`config.mk`:
```
export PLATFORM = sky130hd
export DESIGN_NAME = mmee_exit_unit
export DESIGN_NICKNAME = d
export VERILOG_FILES = /design/src/hw/mmee_pkg.sv /design/src/hw/mmee_exit_unit.sv
export SDC_FILE = /design/constraint.sdc
export NUM_CORES = 1
export LEC_CHECK = 0
export ABC_AREA = 1
export BUFFER_PORTS_ARGS = -buffer_cell sky130_fd_sc_hd__clkbuf_2
export CAP_MARGIN = 20
export CORE_MARGIN = 2
export CORE_UTILIZATION = 40
export CTS_CLUSTER_SIZE = 25
export DETAILED_ROUTE_END_ITERATION = 10
export GPL_TIMING_DRIVEN = 0
export PLACE_DENSITY = 0.74
export SYNTH_ARGS = -nofsm -noshare
export SYNTH_HDL_FRONTEND = slang
export SYNTH_SLANG_ARGS = --single-unit
export TNS_END_PERCENT = 50
```
`constraint.sdc`:
```
create_clock -name mclk -period 2.15 [get_ports mclk]
set_clock_uncertainty 0.1 [all_clocks]
set_input_delay 0.1075 -clock mclk [delete_from_list [all_inputs] [get_ports mclk]]
set_output_delay 0.1075 -clock mclk [all_outputs]
set_load 0.01 [all_outputs]
```
`src/hw/mmee_pkg.sv`:
```
package mmee_pkg;

    // error kinds reported by the execution pipeline
    typedef enum logic [1:0] {
        MMEE_ERR_ILLEGAL  = 2'h0,
        MMEE_ERR_INC_READ = 2'h1,
        MMEE_ERR_INC_WRIT = 2'h2,
        MMEE_ERR_FETCH_BR = 2'h3
    } mmee_err_kind_t;

    // sequencer states, one-hot
    typedef enum logic [3:0] {
        MMEE_ST_IDLE  = 4'h1,
        MMEE_ST_WRITE = 4'h2,
        MMEE_ST_INTR  = 4'h4,
        MMEE_ST_HALT  = 4'h8
    } mmee_state_t;

    // widths
    localparam int MMEE_P_W    = 18;
    localparam int MMEE_RA_W   = 21;
    localparam int MMEE_WORD_W = 60;
    localparam int MMEE_EC_W   = 6;

    // exit word layout
    localparam int MMEE_EC_LSB = 48;
    localparam int MMEE_EC_MSB = 53;
    localparam int MMEE_P_LSB  = 30;
    localparam int MMEE_P_MSB  = 47;

    // exit condition codes
    localparam logic [5:0] MMEE_EC_ILLEGAL = 6'h00;
    localparam logic [5:0] MMEE_EC_RANGE   = 6'h01;

    // register byte offsets
    localparam logic [7:0] MMEE_REG_CTRL   = 8'h00;
    localparam logic [7:0] MMEE_REG_STATUS = 8'h04;
    localparam logic [7:0] MMEE_REG_LASTP  = 8'h08;

    // control and status bit positions
    localparam int MMEE_CTRL_MASK48  = 0;
    localparam int MMEE_CTRL_RESUME  = 1;
    localparam int MMEE_STAT_BIT48   = 0;
    localparam int MMEE_STAT_HALTED  = 1;
    localparam int MMEE_STAT_EC_LSB  = 8;

    // values after reset
    localparam logic MMEE_MASK48_RST = 1'b0;
    localparam logic [31:0] MMEE_RDATA_RST = 32'h0000_0000;

    // error report from the pipeline
    typedef struct packed {
        mmee_err_kind_t kind;
        logic [MMEE_P_W-1:0] p;
    } mmee_err_t;

    // exit word write toward central memory
    typedef struct packed {
        logic [MMEE_RA_W-1:0] addr;
        logic [MMEE_WORD_W-1:0] data;
    } mmee_memwr_t;

endpackage : mmee_pkg

```
`src/hw/mmee_exit_unit.sv`:
```
// How it works
// RULE1: responses act only while monitor flag is one
// RULE2: illegal instruction is suppressed completely
// RULE3: illegal exit word holds code 00, its address
// RULE4: illegal exit taken regardless of exit mode
// RULE5: interrupt to virtual state after exit word
// RULE6: halt in virtual state after that interrupt
// RULE7: out-of-range incremental read sets bit 48
// RULE8: exit mode read keeps operand register unchanged
// RULE9: exit mode keeps offending address in register
// RULE10: exit mode read stores code 01 at base
// RULE11: no exit mode read suppressed, execution continues
// RULE12: exit mode write blocked, code 01 stored
// RULE13: out-of-range incremental write sets bit 48
// RULE14: no exit mode write suppressed, execution continues
// RULE15: fetch or branch out of range inhibits, bit 48
// RULE16: fetch or branch exit ignores exit mode
// RULE17: fetch or branch exit stores target, code 01
// RULE18: mask bit selects exit, clear bit ignores
// RULE19: exit word carries six-bit condition code field
// RULE20: memory write completes before interrupt request
//
// Added by the designer: the address map and the address-and-strobe port.
`timescale 1ns/1ps
`default_nettype none

module mmee_exit_unit (
    // clock and reset
    input wire logic mclk,
    input wire logic rst,
    // processor mode and field
    input wire logic monitor_flag,
    input wire logic [mmee_pkg::MMEE_RA_W-1:0] cm_relocation_base,
    // error report from the pipeline
    input wire logic err_valid,
    input wire mmee_pkg::mmee_err_t err_info,
    output logic err_ready,
    // response strobes toward the pipeline
    output logic inhibit_exec,
    output logic inhibit_read,
    output logic inhibit_write,
    output logic keep_operand,
    output logic keep_aor_address,
    output logic continue_exec,
    // exit word write to central memory
    output logic memwr_valid,
    output mmee_pkg::mmee_memwr_t memwr,
    input wire logic memwr_ready,
    // control transfer to native virtual state
    output logic vs_interrupt,
    output logic vs_halted,
    // register port
    input wire logic [7:0] reg_addr,
    input wire logic [31:0] reg_wdata,
    input wire logic reg_wr,
    input wire logic reg_rd,
    output logic [31:0] reg_rdata
);

    ////////////////////////////////////////////////////////////////////////////
    // decode of the incoming error

    logic err_take;
    logic is_illegal;
    logic is_rd;
    logic is_wr;
    logic is_fetch;
    logic is_range;
    logic mask48_reg;
    logic take_exit;
    logic [5:0] exit_code;

    always_comb begin
        is_illegal = 1'b0;
        is_rd = 1'b0;
        is_wr = 1'b0;
        is_fetch = 1'b0;
        // one kind per report; every code of the two-bit field is in use
        case (err_info.kind)
            mmee_pkg::MMEE_ERR_ILLEGAL: begin
                is_illegal = 1'b1;
            end
            mmee_pkg::MMEE_ERR_INC_READ: begin
                is_rd = 1'b1;
            end
            mmee_pkg::MMEE_ERR_INC_WRIT: begin
                is_wr = 1'b1;
            end
            mmee_pkg::MMEE_ERR_FETCH_BR: begin
                is_fetch = 1'b1;
            end
            default: begin
                is_illegal = 1'b0;
            end
        endcase
        is_range = is_rd | is_wr | is_fetch;
        // illegal and fetch/branch exits are unconditional
        take_exit = is_illegal | is_fetch // see RULE4 see RULE16
            | ((is_rd | is_wr) & mask48_reg); // see RULE18
        exit_code = is_illegal ? mmee_pkg::MMEE_EC_ILLEGAL // see RULE3
            : mmee_pkg::MMEE_EC_RANGE; // see RULE10 see RULE12 see RULE17
    end

    ////////////////////////////////////////////////////////////////////////////
    // sequencer

    mmee_pkg::mmee_state_t state_reg;
    mmee_pkg::mmee_state_t state_next;
    mmee_pkg::mmee_memwr_t memwr_reg;
    mmee_pkg::mmee_memwr_t memwr_next;
    mmee_pkg::mmee_memwr_t exit_word;
    logic [5:0] last_ec_reg;
    logic [5:0] last_ec_next;
    logic [mmee_pkg::MMEE_P_W-1:0] last_p_reg;
    logic [mmee_pkg::MMEE_P_W-1:0] last_p_next;
    logic bit48_reg;
    logic bit48_next;
    logic mask48_next;
    logic resume_req;
    logic bit48_clr;

    // errors are only accepted in monitor mode and while idle
    assign err_ready = (state_reg == mmee_pkg::MMEE_ST_IDLE);
    assign err_take = err_valid & err_ready & monitor_flag; // see RULE1

    // exit word as it will stand at the relocation base
    always_comb begin
        exit_word.addr = cm_relocation_base;
        exit_word.data = '0;
        exit_word.data[mmee_pkg::MMEE_EC_MSB:mmee_pkg::MMEE_EC_LSB] =
            exit_code; // see RULE19
        // program address as reported: offending, following or target
        exit_word.data[mmee_pkg::MMEE_P_MSB:mmee_pkg::MMEE_P_LSB] =
            err_info.p; // see RULE3 see RULE10 see RULE17
    end

    // idle: waiting for an error report
    // write: exit word offered to central memory
    // intr: one-cycle request to the virtual state
    // halt: stopped until software resumes
    always_comb begin
        state_next = state_reg;
        memwr_next = memwr_reg;
        case (state_reg)
            mmee_pkg::MMEE_ST_IDLE: begin
                if (err_take && take_exit) begin
                    memwr_next = exit_word;
                    state_next = mmee_pkg::MMEE_ST_WRITE;
                end
            end
            mmee_pkg::MMEE_ST_WRITE: begin
                // interrupt only once memory has accepted the exit word
                if (memwr_ready) begin
                    state_next = mmee_pkg::MMEE_ST_INTR; // see RULE20
                end
            end
            mmee_pkg::MMEE_ST_INTR: begin
                state_next = mmee_pkg::MMEE_ST_HALT; // see RULE5 see RULE6
            end
            mmee_pkg::MMEE_ST_HALT: begin
                // stays stopped until software restarts the processor
                if (resume_req) begin
                    state_next = mmee_pkg::MMEE_ST_IDLE;
                end
            end
            default: begin
                state_next = mmee_pkg::MMEE_ST_IDLE;
            end
        endcase
    end

    always_ff @(posedge mclk or posedge rst) begin
        if (rst) begin
            state_reg <= mmee_pkg::MMEE_ST_IDLE;
            memwr_reg <= '0;
        end else begin
            state_reg <= state_next;
            memwr_reg <= memwr_next;
        end
    end

    ////////////////////////////////////////////////////////////////////////////
    // exit record kept for software

    always_comb begin
        last_ec_next = last_ec_reg;
        last_p_next = last_p_reg;
        if (err_take && take_exit) begin
            last_ec_next = exit_code;
            last_p_next = err_info.p;
        end
    end

    always_ff @(posedge mclk or posedge rst) begin
        if (rst) begin
            last_ec_reg <= 6'h00;
            last_p_reg <= '0;
        end else begin
            last_ec_reg <= last_ec_next;
            last_p_reg <= last_p_next;
        end
    end

    assign memwr_valid = (state_reg == mmee_pkg::MMEE_ST_WRITE);
    assign memwr = memwr_reg;
    assign vs_interrupt = (state_reg == mmee_pkg::MMEE_ST_INTR); // see RULE5
    assign vs_halted = (state_reg == mmee_pkg::MMEE_ST_HALT); // see RULE6

    ////////////////////////////////////////////////////////////////////////////
    // response strobes, valid in the cycle the error is taken

    always_comb begin
        inhibit_exec = 1'b0;
        inhibit_read = 1'b0;
        inhibit_write = 1'b0;
        keep_operand = 1'b0;
        keep_aor_address = 1'b0;
        continue_exec = 1'b0;
        if (err_take) begin
            // everything that faulted is suppressed, exit or not
            case (err_info.kind)
                mmee_pkg::MMEE_ERR_ILLEGAL: begin
                    // nothing of the instruction may reach registers or memory
                    inhibit_exec = 1'b1; // see RULE2
                    inhibit_read = 1'b1; // see RULE2
                    inhibit_write = 1'b1; // see RULE2
                    keep_operand = 1'b1; // see RULE2
                end
                mmee_pkg::MMEE_ERR_INC_READ: begin
                    // exit mode keeps the faulting address for the handler
                    inhibit_read = 1'b1; // see RULE11
                    keep_operand = 1'b1; // see RULE8 see RULE11
                    keep_aor_address = mask48_reg; // see RULE9
                    continue_exec = ~mask48_reg; // see RULE11
                end
                mmee_pkg::MMEE_ERR_INC_WRIT: begin
                    // memory is left untouched with or without exit
                    inhibit_write = 1'b1; // see RULE12 see RULE14
                    keep_aor_address = mask48_reg; // see RULE9
                    continue_exec = ~mask48_reg; // see RULE14
                end
                mmee_pkg::MMEE_ERR_FETCH_BR: begin
                    // target instruction never runs, exit is unconditional
                    inhibit_exec = 1'b1; // see RULE15
                end
                default: begin
                    inhibit_exec = 1'b0;
                end
            endcase
        end
    end

    ////////////////////////////////////////////////////////////////////////////
    // control and status registers

    logic [31:0] rdata_reg;
    logic [31:0] rdata_next;
    logic ctrl_sel;
    logic stat_sel;
    logic lastp_sel;

    // address decode shared by writes and reads
    always_comb begin
        ctrl_sel = 1'b0;
        stat_sel = 1'b0;
        lastp_sel = 1'b0;
        if (reg_addr == mmee_pkg::MMEE_REG_CTRL) begin
            ctrl_sel = 1'b1;
        end else if (reg_addr == mmee_pkg::MMEE_REG_STATUS) begin
            stat_sel = 1'b1;
        end else if (reg_addr == mmee_pkg::MMEE_REG_LASTP) begin
            lastp_sel = 1'b1;
        end
    end

    // control: exit-mode mask and the resume strobe
    always_comb begin
        resume_req = 1'b0;
        mask48_next = mask48_reg;
        if (reg_wr && ctrl_sel) begin
            mask48_next = reg_wdata[mmee_pkg::MMEE_CTRL_MASK48]; // see RULE18
            // resume is a strobe, it reads back as zero
            resume_req = reg_wdata[mmee_pkg::MMEE_CTRL_RESUME];
        end
    end

    always_ff @(posedge mclk or posedge rst) begin
        if (rst) begin
            mask48_reg <= mmee_pkg::MMEE_MASK48_RST;
        end else begin
            mask48_reg <= mask48_next;
        end
    end

    // status: sticky bit 48, a new range error wins over a clear
    always_comb begin
        bit48_clr = reg_wr & stat_sel & reg_wdata[mmee_pkg::MMEE_STAT_BIT48];
        bit48_next = bit48_reg;
        if (err_take && is_range) begin
            bit48_next = 1'b1; // see RULE7 see RULE13 see RULE15
        end else if (bit48_clr) begin
            bit48_next = 1'b0;
        end
    end

    always_ff @(posedge mclk or posedge rst) begin
        if (rst) begin
            bit48_reg <= 1'b0;
        end else begin
            bit48_reg <= bit48_next;
        end
    end

    // readback: data stand for one cycle after the read strobe, else zero
    always_comb begin
        rdata_next = mmee_pkg::MMEE_RDATA_RST;
        if (reg_rd && ctrl_sel) begin
            rdata_next[mmee_pkg::MMEE_CTRL_MASK48] = mask48_reg;
        end else if (reg_rd && stat_sel) begin
            rdata_next[mmee_pkg::MMEE_STAT_BIT48] = bit48_reg;
            rdata_next[mmee_pkg::MMEE_STAT_HALTED] = vs_halted;
            rdata_next[mmee_pkg::MMEE_STAT_EC_LSB +: 6] = last_ec_reg;
        end else if (reg_rd && lastp_sel) begin
            rdata_next[mmee_pkg::MMEE_P_W-1:0] = last_p_reg;
        end
    end

    always_ff @(posedge mclk or posedge rst) begin
        if (rst) begin
            rdata_reg <= mmee_pkg::MMEE_RDATA_RST;
        end else begin
            rdata_reg <= rdata_next;
        end
    end

    assign reg_rdata = rdata_reg;

endmodule : mmee_exit_unit

`default_nettype wire

```
**Yosys cells after proc, flatten, opt, wreduce, memory -nomap -nowiden**

Index checks and enable logic that the tools add are counted.

- Bits in registers: 93
- Latch bits: 0
- Memory bits (writable): 0
- Memory bits (read-only): 0
- Input port bits: 88
- Output and inout port bits: 123
- Word-level logic and storage cells: 80
- Memories: 0

- Add/sub/neg operators: 0
- Multiply operators: 0
- Div/mod/pow operators: 0
- Order comparisons: 0
- Equal/unequal tests: 12
- Shift operators: 0
- Muxes and demuxes: 35
- Bitwise logic cells: 10
- Reduce and logical (&&, ||, !) cells: 15

Operators by type and width:

| kind | number |
|---|---|
| 1-bit two-way mux | 25 |
| 18-bit two-way mux | 1 |
| 17-bit two-way mux | 1 |
| 4-bit two-way mux | 4 |
| 4-bit case mux with 4 select lines | 1 |
| 6-bit two-way mux | 2 |
| 8-bit by 3-bit == test with 1-bit output, second input constant | 1 |
| 8-bit by 4-bit == test with 1-bit output, second input constant | 1 |
| 8-bit zero test | 1 |
| 2-bit OR reduction | 4 |
| 1-bit logical AND | 6 |
| 2-bit by 1-bit != test with 1-bit output, second input constant | 3 |
| 1-bit bitwise AND | 5 |
| 2-bit == test, second input constant | 2 |
| 4-bit by 1-bit == test with 1-bit output, second input constant | 1 |
| 4-bit by 2-bit == test with 1-bit output, second input constant | 1 |
| 4-bit by 3-bit == test with 1-bit output, second input constant | 1 |
| 4-bit == test, second input constant | 1 |
| 1-bit bitwise OR | 4 |
| 3-bit AND reduction | 1 |
| 2-bit by 1-bit == test with 1-bit output, second input constant | 1 |
| 2-bit zero test | 1 |
| 2-bit two-way mux | 1 |
| 2-bit AND reduction | 1 |
| other kinds (2) | 2 |

**Logic depth before layout (Yosys ltp)**

Gate-level depths: netlist of the first run.

- Depth in word-level cells: 8
- Gate-level depth with buffers: 9

**Worst setup path after synthesis of the first run**

Ideal clock, no wire load.

- Kind: reg-to-output
- From: register state_reg[0]
- To: output port keep_operand
- Data arrival time: 1295 ps
- Data required time: 1942 ps
- Setup slack: 648 ps
- Cell stages (with the launch flop): 8
- Path buffers: 1
- Path through: dfstp_2 inv_1 nor2_2 nand2_2 nor2_4 inv_1 nor2_1 buf_4

- Cells in the longest elaborated chain, start to end: 4

RTL lines:

| element | line | source |
|---|---|---|
| start: declaration | mmee_exit_unit.sv:107 | `mmee_pkg::mmee_state_t state_reg;` |
| start signal: assignment | mmee_exit_unit.sv:174 | `state_reg <= mmee_pkg::MMEE_ST_IDLE;` |
| start signal: assignment | mmee_exit_unit.sv:177 | `state_reg <= state_next;` |
| 4-bit by 1-bit == test with 1-bit output | mmee_exit_unit.sv:123 | `assign err_ready = (state_reg == mmee_pkg::MMEE_ST_IDLE);` |
| 1-bit bitwise AND (2 in series) | mmee_exit_unit.sv:124 | `assign err_take = err_valid & err_ready & monitor_flag;` |
| 1-bit two-way mux | n/a |  |
| end: declaration | mmee_exit_unit.sv:42 | `output logic keep_operand,` |

Every way passes these cells.

**Worst setup path after layout of the first run**

- From: input port reg_addr[0]
- To: register rdata_reg[0] (netlist: reg_rdata[0])

- Cells in the longest elaborated chain, start to end: 8
- Elaborated cells between the ends (all ways): 15
- Those cells by class: eq/ne: 2; mux: 9; reduce/logical: 4

RTL lines:

| element | line | source |
|---|---|---|
| start: declaration | mmee_exit_unit.sv:53 | `input wire logic [7:0] reg_addr,` |
| 8-bit by 4-bit == test with 1-bit output | mmee_exit_unit.sv:271 | `end else if (reg_addr == mmee_pkg::MMEE_REG_LASTP) begin` |
| 1-bit two-way mux | mmee_exit_unit.sv:271 |  |
| 1-bit two-way mux | mmee_exit_unit.sv:269 | `end else if (reg_addr == mmee_pkg::MMEE_REG_STATUS) begin` |
| 1-bit two-way mux | mmee_exit_unit.sv:267 | `if (reg_addr == mmee_pkg::MMEE_REG_CTRL) begin` |
| 1-bit logical AND | mmee_exit_unit.sv:323 | `end else if (reg_rd && lastp_sel) begin` |
| 18-bit two-way mux | mmee_exit_unit.sv:323 |  |
| 2-bit two-way mux | mmee_exit_unit.sv:319 | `end else if (reg_rd && stat_sel) begin` |
| 1-bit two-way mux * | mmee_exit_unit.sv:317 | `if (reg_rd && ctrl_sel) begin` |
| via rdata_next[0] | mmee_exit_unit.sv:257 | `logic [31:0] rdata_next;` |
| end signal: assignment | mmee_exit_unit.sv:330 | `rdata_reg <= mmee_pkg::MMEE_RDATA_RST;` |
| end signal: assignment | mmee_exit_unit.sv:332 | `rdata_reg <= rdata_next;` |
| end: declaration | mmee_exit_unit.sv:256 | `logic [31:0] rdata_reg;` |

Mark *: on every way through the listed nets, which the timed path passes. The rest lies on a longest branch.
A chain may end at the register's enable or synchronous reset.

==> metrics.md, run 1 <==
| Metric | Value |
|---|---|
| Outcome | `finished, final reports clean` |
| Setup violators final | `0` |
| Sinks on the clock net | `83` |
| Nature of the critical path endpoint | `flop` |
| CTS H-tree lvls | `3` |
| Core area | `0.00920 mm2` |
| Largest net degree at the start of global routing | `44` |
| WS Path Type | `in2reg` |
| Min-delay src | `reg_wdata[1]` |
| Clk buf depth | `2` |
| Worst Tran Pin Value | `0.911 ns` |
| DP Worst Slack | `0.269 ns` |
| Clk_lat worst skew | `0.35 ns` |
| Clock-pin slew on the worst setup and hold paths | `0.09 ns` |
| Critical path's most frequent cell | `dlygate4sd3_1` |
| All-Layer GR Usage | `18.5%` |
| Die Y-Extent | `101 um` |
| Worst r2r src | `state_reg[0]` |
| Slew HR | `39.1%` |
| Share of cells above drive strength 1 | `32.4%` |
| CTS tree | `yes` |
| HPWL Detailed | `6690 um` |
| Crit share post-route | `95.6%` |
| Post-Syn Instances | `428` |
| Count of cell types in the netlist | `21` |
| Critical-path maximum fanout | `4` |
| Antenna violations before repair | `0` |
| Routed Antenna Nets | `0` |
| RD Place Congestion | `0.734` |
| Startpoint type of the worst setup path | `input port` |
| Fin nets | `759` |
| Critical path's slowest cell | `dlygate4sd3_1` |
| Most common cell after layout, fill and taps aside | `clkbuf_2` |
| Leak | `3.18 nW` |
| P per Cell Area | `955 mW/mm2` |
| FP Rows | `35` |
| Grt ovf | `0` |
| Max_cap viols | `0` |
| CP max stage delay | `0.58 ns` |
| Worst setup path start | `reg_addr[0]` |
| Post-route setup slack | `0.0939 ns` |
| Unrepaired setup endpoints after global routing | `no` |
| Root Buffer | `clkbuf_8` |
| Area Overhead vs Synth | `44.6%` |
| Drt first pass iters | `4` |
| WL/cell | `12.1 um` |
| CP Cell Sequence | `clkbuf_2, dlygate4sd3_1, nor3_2, dlygate4sd3_1, nand3_1, nand3_1, dlygate4sd3_1` |
| DRT iter0 DRCs | `75` |
| WP buf/inv | `4` |
| Seq/Total Area, Yosys | `55.1%` |
| Boundary Pins | `211` |
| Largest register FFs | `40` |
| Final WL | `9440 um` |
| Worst endpoint required time | `2.34 ns` |
| Minimum clock period | `2.06 ns` |
| Syn avg cell area | `8.82 um2` |
| Via count | `3378` |
| Hold Vio Cnt, Final | `0` |
| Fin. max-slew vios | `0` |
| Worst path top cell family by delay | `buffers and inverters` |
| Vias in the first global route | `3275` |
| CTS buffer count | `9` |
| Port bufs | `125` |
| Post-synthesis register bit count | `83` |
| Die area | `0.0102 mm2` |
| Most frequent cells in the layout | `125 x clkbuf_2, 106 x nand2_1, 82 x dfrtp_1` |
| Routed vias/inst | `4.31` |
| Hold WC Path Type | `in2reg` |
| Ant diodes | `0` |
| Worst VDD drop | `0.421 mV` |
| Post-Syn Area | `0.00377 mm2` |
| Reg2Reg Setup Slack | `0.41 ns` |
| Starting Density | `41.0%` |
| Setup TNS | `0 ns` |
| Critical path arrival | `2.25 ns` |
| Warnings, synthesis | `0` |
| Residual DRC count | `0` |
| Die width | `101 um` |
| Max Clk Rate | `486 MHz` |
| First-pass GRT wire length | `14900 um` |
routing by layer:
layer	track usage (%)	wire, um	share of wire (%)
met4	6.76	123	1.3
met3	3.73	573	6.1
met5	0	0	0
met2	33.1	4870	52
met1	22.2	3870	41
where the power goes:
group,total [W],switching [W],leakage (nW),internal [W]
combinational,0.00165,0.000938,2.02,0.000716
sequential,0.00240,0.000307,1.06,0.00210
clock,0.00115,0.000598,0.0988,0.000554
cells by family (layout without fill, tap and decap cells):
kind of cell,Yosys count,count (layout),share of synthesized area (%)
compound gates,42,42,5.57
fa+ha+maj,4,4,1.33
buf+inv,115,305,17.8
flops,83,83,55.1
other cells,1,55,0.0994
simple gates,183,183,20.1
final timing paths:
| path | endpoint | cells past startpoint |
|---|---|---|
| max in group asynchronous | memwr[78] | 4 |
| min | state_reg[3] | 4 |
| min in group asynchronous | memwr[69] | 3 |
| max reg2reg | memwr[40] | 7 |
| max | reg_rdata[0] | 7 |
| min reg2reg | memwr[79] | 2 |
synthesized netlist by cell type (all sizes together):
cell,instances,area [um2]
a21oi,1,5.00
buf,66,489
clkbuf,5,18.8
conb,1,3.75
dfrtp,82,2050
dfstp,1,26.3
ha,4,50.1
inv,44,165
nand2,108,410
nand3,33,165
nor2,38,155
nor3,2,15.0
o21ai,41,205
or2,2,12.5
what timing repair did:
| item | 4_1_cts | 5_1_grt |
|---|---|---|
| resized for setup | 0 | 0 |
| buffers inserted | 0 | 0 |
| hold buffers | 48 | 0 |
| endpoints found under the hold margin | 102 | 0 |
metrics by stage:
step | util [%] | hold WS, ns | cell area [um2] | instances | power, W
after floorplan | - | 0.118 | 3980 | 482 | 0.00334
after global placement | 51.6 | 0.237 | 4740 | 718 | 0.00393
after detailed placement | 51.8 | 0.239 | 4760 | 719 | 0.00402
after CTS | 59.3 | 0.00132 | 5460 | 783 | 0.00524
after global routing | 59.3 | 0.0453 | 5460 | 783 | 0.00559
final | 59.3 | 0.0159 | 5460 | 783 | 0.00521
worst reg2reg max path: stages (launching register included):
cell      delay [ns]
dfstp_2         0.53
inv_1           0.05
nor2_2          0.08
nand2_2         0.09
nor2_4          0.16
nand2_2         0.13
clkbuf_1        0.25
o21ai_0         0.25
area by class of cell:
class | count | area, um2
Timing Repair Buffer | 174 | 1130
Clock buffer | 9 | 124
Fill cell | 818 | 3740
Tap cell | 111 | 139
Sequential cell | 83 | 2080
Clock inverter | 7 | 87.6
Buffer | 71 | 508
Inverter | 44 | 169
Multi-Input combinational cell | 284 | 1220
Power figures use the tool's default switching activity.
==> inputs of run 2 (changes only) <==
--- a/config.mk
+++ b/config.mk
@@ -8,12 +8,11 @@
 export ABC_AREA = 1
 export BUFFER_PORTS_ARGS = -buffer_cell sky130_fd_sc_hd__clkbuf_2
 export CAP_MARGIN = 20
-export CORE_MARGIN = 2
-export CORE_UTILIZATION = 40
+export CORE_UTILIZATION = 39
 export CTS_CLUSTER_SIZE = 25
 export DETAILED_ROUTE_END_ITERATION = 10
 export GPL_TIMING_DRIVEN = 0
-export PLACE_DENSITY = 0.74
+export PLACE_DENSITY = 0.73
 export SYNTH_ARGS = -nofsm -noshare
 export SYNTH_HDL_FRONTEND = slang
 export SYNTH_SLANG_ARGS = --single-unit
==> run 2 against run 1 <==
  * First-iteration DRC count decreased by 19%
  * Worst setup slack improved by 0.11 ns
  * Design area grew 0.14%
  * Combinational power about the same
  * Worst hold slack improved by 0.015 ns
  * Die area decreased by 1.5%
  * Critical path depth is 1 higher
  * Sequential share of layout area shrank 0.052 points
  * Clock-buffer cell count stayed put
  * Sequential power about the same
  * Wire length shrank 3.1%
  * Critical endpoint is now keep_operand
==> metrics.md, run 2 (same netlist as run 1, synthesis figures left out) <==
| Metric | Value |
|---|---|
| Outcome | `finished, final reports clean` |
| Die width | `100 um (-0.76%)` |
| Resized cells post-CTS | `0 (unchanged)` |
| Critical path arrival | `1.74 ns (-0.51 ns)` |
| Nature of the critical path endpoint | `primary output` |
| Internal | `0.00324 W (-3.7%)` |
| Sequential Power Share | `47.7% (+1.6 points)` |
| Starting Density | `40.5% (-0.58 points)` |
| Boundary Pins | `211 (unchanged)` |
| DRT iter0 DRCs | `61 (-19%)` |
| Antenna violations before repair | `0 (unchanged)` |
| WS Path Type | `reg2out` |
| WL/cell | `11.4 um (-5.4%)` |
| Critical path's slowest cell | `dfstp_2` |
| Setup violators final | `0 (unchanged)` |
| Routed Antenna Nets | `0 (unchanged)` |
| Logic pwr share | `32.5% (+0.7 points)` |
| CP Cell Sequence | `inv_1, nor2_2, nand2_2, nor2_4, inv_1, nor2_1, buf_4, clkbuf_2` |
| Slew HR | `61.3% (+22 points)` |
| Largest net degree at the start of global routing | `31 (-30%)` |
| Clock-pin slew on the worst setup and hold paths | `0.09 ns (about the same)` |
| Setup Buffers After CTS | `0 (unchanged)` |
| FP Rows | `35 (unchanged)` |
| Worst endpoint required time | `1.94 ns (-0.40 ns)` |
| Die area | `0.0101 mm2 (-1.5%)` |
| Hold WC Path Type | `in2reg` |
| Area Overhead vs Synth | `44.8%` |
| Share of cells above drive strength 1 | `32.5% (+0.10 points)` |
| Vias in the first global route | `3204 (-2.2%)` |
| All-Layer GR Usage | `19.1% (+0.56 points)` |
| HPWL Detailed | `6460 um (-3.5%)` |
| Via count | `3309 (-2.0%)` |
| Final WL | `9150 um (-3.1%)` |
| Clk network pwr share | `19.8% (-2.3 points)` |
| Final non-filler cell total | `802 (+2.4%)` |
| Fin. max-slew vios | `0 (unchanged)` |
| Critical-path maximum fanout | `6 (+2)` |
| Startpoint type of the worst setup path | `flop` |
| Unrepaired setup endpoints after global routing | `no` |
| Residual DRC count | `0 (unchanged)` |
| Critical path's most frequent cell | `inv_1` |
| Max Clk Rate | `514 MHz (+5.6%)` |
| Max_cap viols | `0 (unchanged)` |
| Die Y-Extent | `100 um (-0.76%)` |
| Ant diodes | `0 (unchanged)` |
| Core area | `0.00933 mm2 (+1.4%)` |
| Fin nets | `760 (+0.13%)` |
| Sw power | `0.00181 W (-1.7%)` |
| Port bufs | `125 (unchanged)` |
| Placed cell count | `738 (+2.6%)` |
| Clk buf depth | `2 (unchanged)` |
| Most frequent cells in the layout | `125 x clkbuf_2, 106 x nand2_1, 82 x dfrtp_1` |
| Grt ovf | `0 (unchanged)` |
| Largest register FFs | `40 (unchanged)` |
| CTS buffer count | `9 (unchanged)` |
| Most common cell after layout, fill and taps aside | `clkbuf_2` |
| Root Buffer | `clkbuf_8` |
| Routed vias/inst | `4.13 (-4.4%)` |
| CTS tree | `yes` |
| Net Sw Frac | `35.9% (+0.48 points)` |
| Clk_lat worst skew | `0.34 ns (about the same)` |
| RD Place Congestion | `0.834 (+14%)` |
| First-pass GRT wire length | `14800 um (-0.24%)` |
| Minimum clock period | `1.95 ns (-0.109 ns)` |
| Crit share post-route | `90.6% (-5.1 points)` |
| CP max stage delay | `0.53 ns (-0.05 ns)` |
| Worst VDD drop | `0.540 mV (+28%)` |
| Setup TNS | `0 ns (unchanged)` |
| P per Cell Area | `925 mW/mm2 (-3.1%)` |
| Drt first pass iters | `4 (unchanged)` |
| Hold Vio Cnt, Final | `0 (unchanged)` |
| Worst Tran Pin Value | `0.580 ns (-0.331 ns)` |
| CTS H-tree lvls | `3 (unchanged)` |
| Sinks on the clock net | `83 (unchanged)` |
| Leak | `3.17 nW (-0.43%)` |
run 2: final cells by class:
| cell class | instances | area (um2) |
|---|---|---|
| Fill cell | 819 | 3860 |
| Sequential cell | 83 | 2080 |
| Multi-Input combinational cell | 284 | 1220 |
| Timing Repair Buffer | 175 | 1150 |
| Buffer | 71 | 508 |
| Inverter | 44 | 169 |
| Tap cell | 129 | 161 |
| Clock buffer | 9 | 124 |
| Clock inverter | 7 | 52.6 |
run 2: critical path, delay by kind of cell, from the launching register on:
family / cells / cell delay, ns
flip-flops: 1 / 0.53
buffers and inverters: 4 / 0.40
AND/OR/NAND/NOR: 4 / 0.46
run 2: layer usage:
metal	track usage, %	wire [um]
met5	0	0
met4	6.69	118
met3	3.55	547
met2	33.8	4570
met1	23.3	3910
run 2: worst paths after layout:
path,endpoint,cells past startpoint,slack [ns],start
setup / recovery,keep_operand,8,0.20,state_reg[0]
hold / removal,reg_rdata[8],6,0.03,reg_addr[0]
setup reg to reg,memwr[38],7,0.41,state_reg[0]
hold reg to reg,memwr[79],2,0.38,memwr[79]
max in group asynchronous,last_p_reg[2],5,0.92,rst
min in group asynchronous,memwr[71],3,0.27,rst
run 2: power by group through the flow:
stage | clock, W | combinational [W] | sequential, W
3_5_place_dp | 0 | 0.00159 | 0.00242
5_1_grt | 0.00110 | 0.00187 | 0.00247
6_report | 0.00100 | 0.00164 | 0.00241
3_3_place_gp | 0 | 0.00153 | 0.00240
4_1_cts | 0.00103 | 0.00165 | 0.00240
2_1_floorplan | 0 | 0.000804 | 0.00254
run 2: metrics by stage:
step	utilization [%]	cell area (um2)	hold slack [ns]	total power [W]	setup slack [ns]
after floorplan	-	3980	0.118	0.00334	0.648
after global placement	51.1	4770	0.236	0.00393	0.346
after detailed placement	51.5	4810	0.0915	0.00401	0.282
after CTS	58.6	5460	0.0151	0.00509	0.159
after global routing	58.6	5460	0.0253	0.00544	0.0175
final	58.6	5460	0.0310	0.00505	0.203
run 2: repair_timing:
item,4_1_cts,5_1_grt
hold buffers,48,0
endpoints found under the hold margin,86,0
setup endpoints to repair,0,0
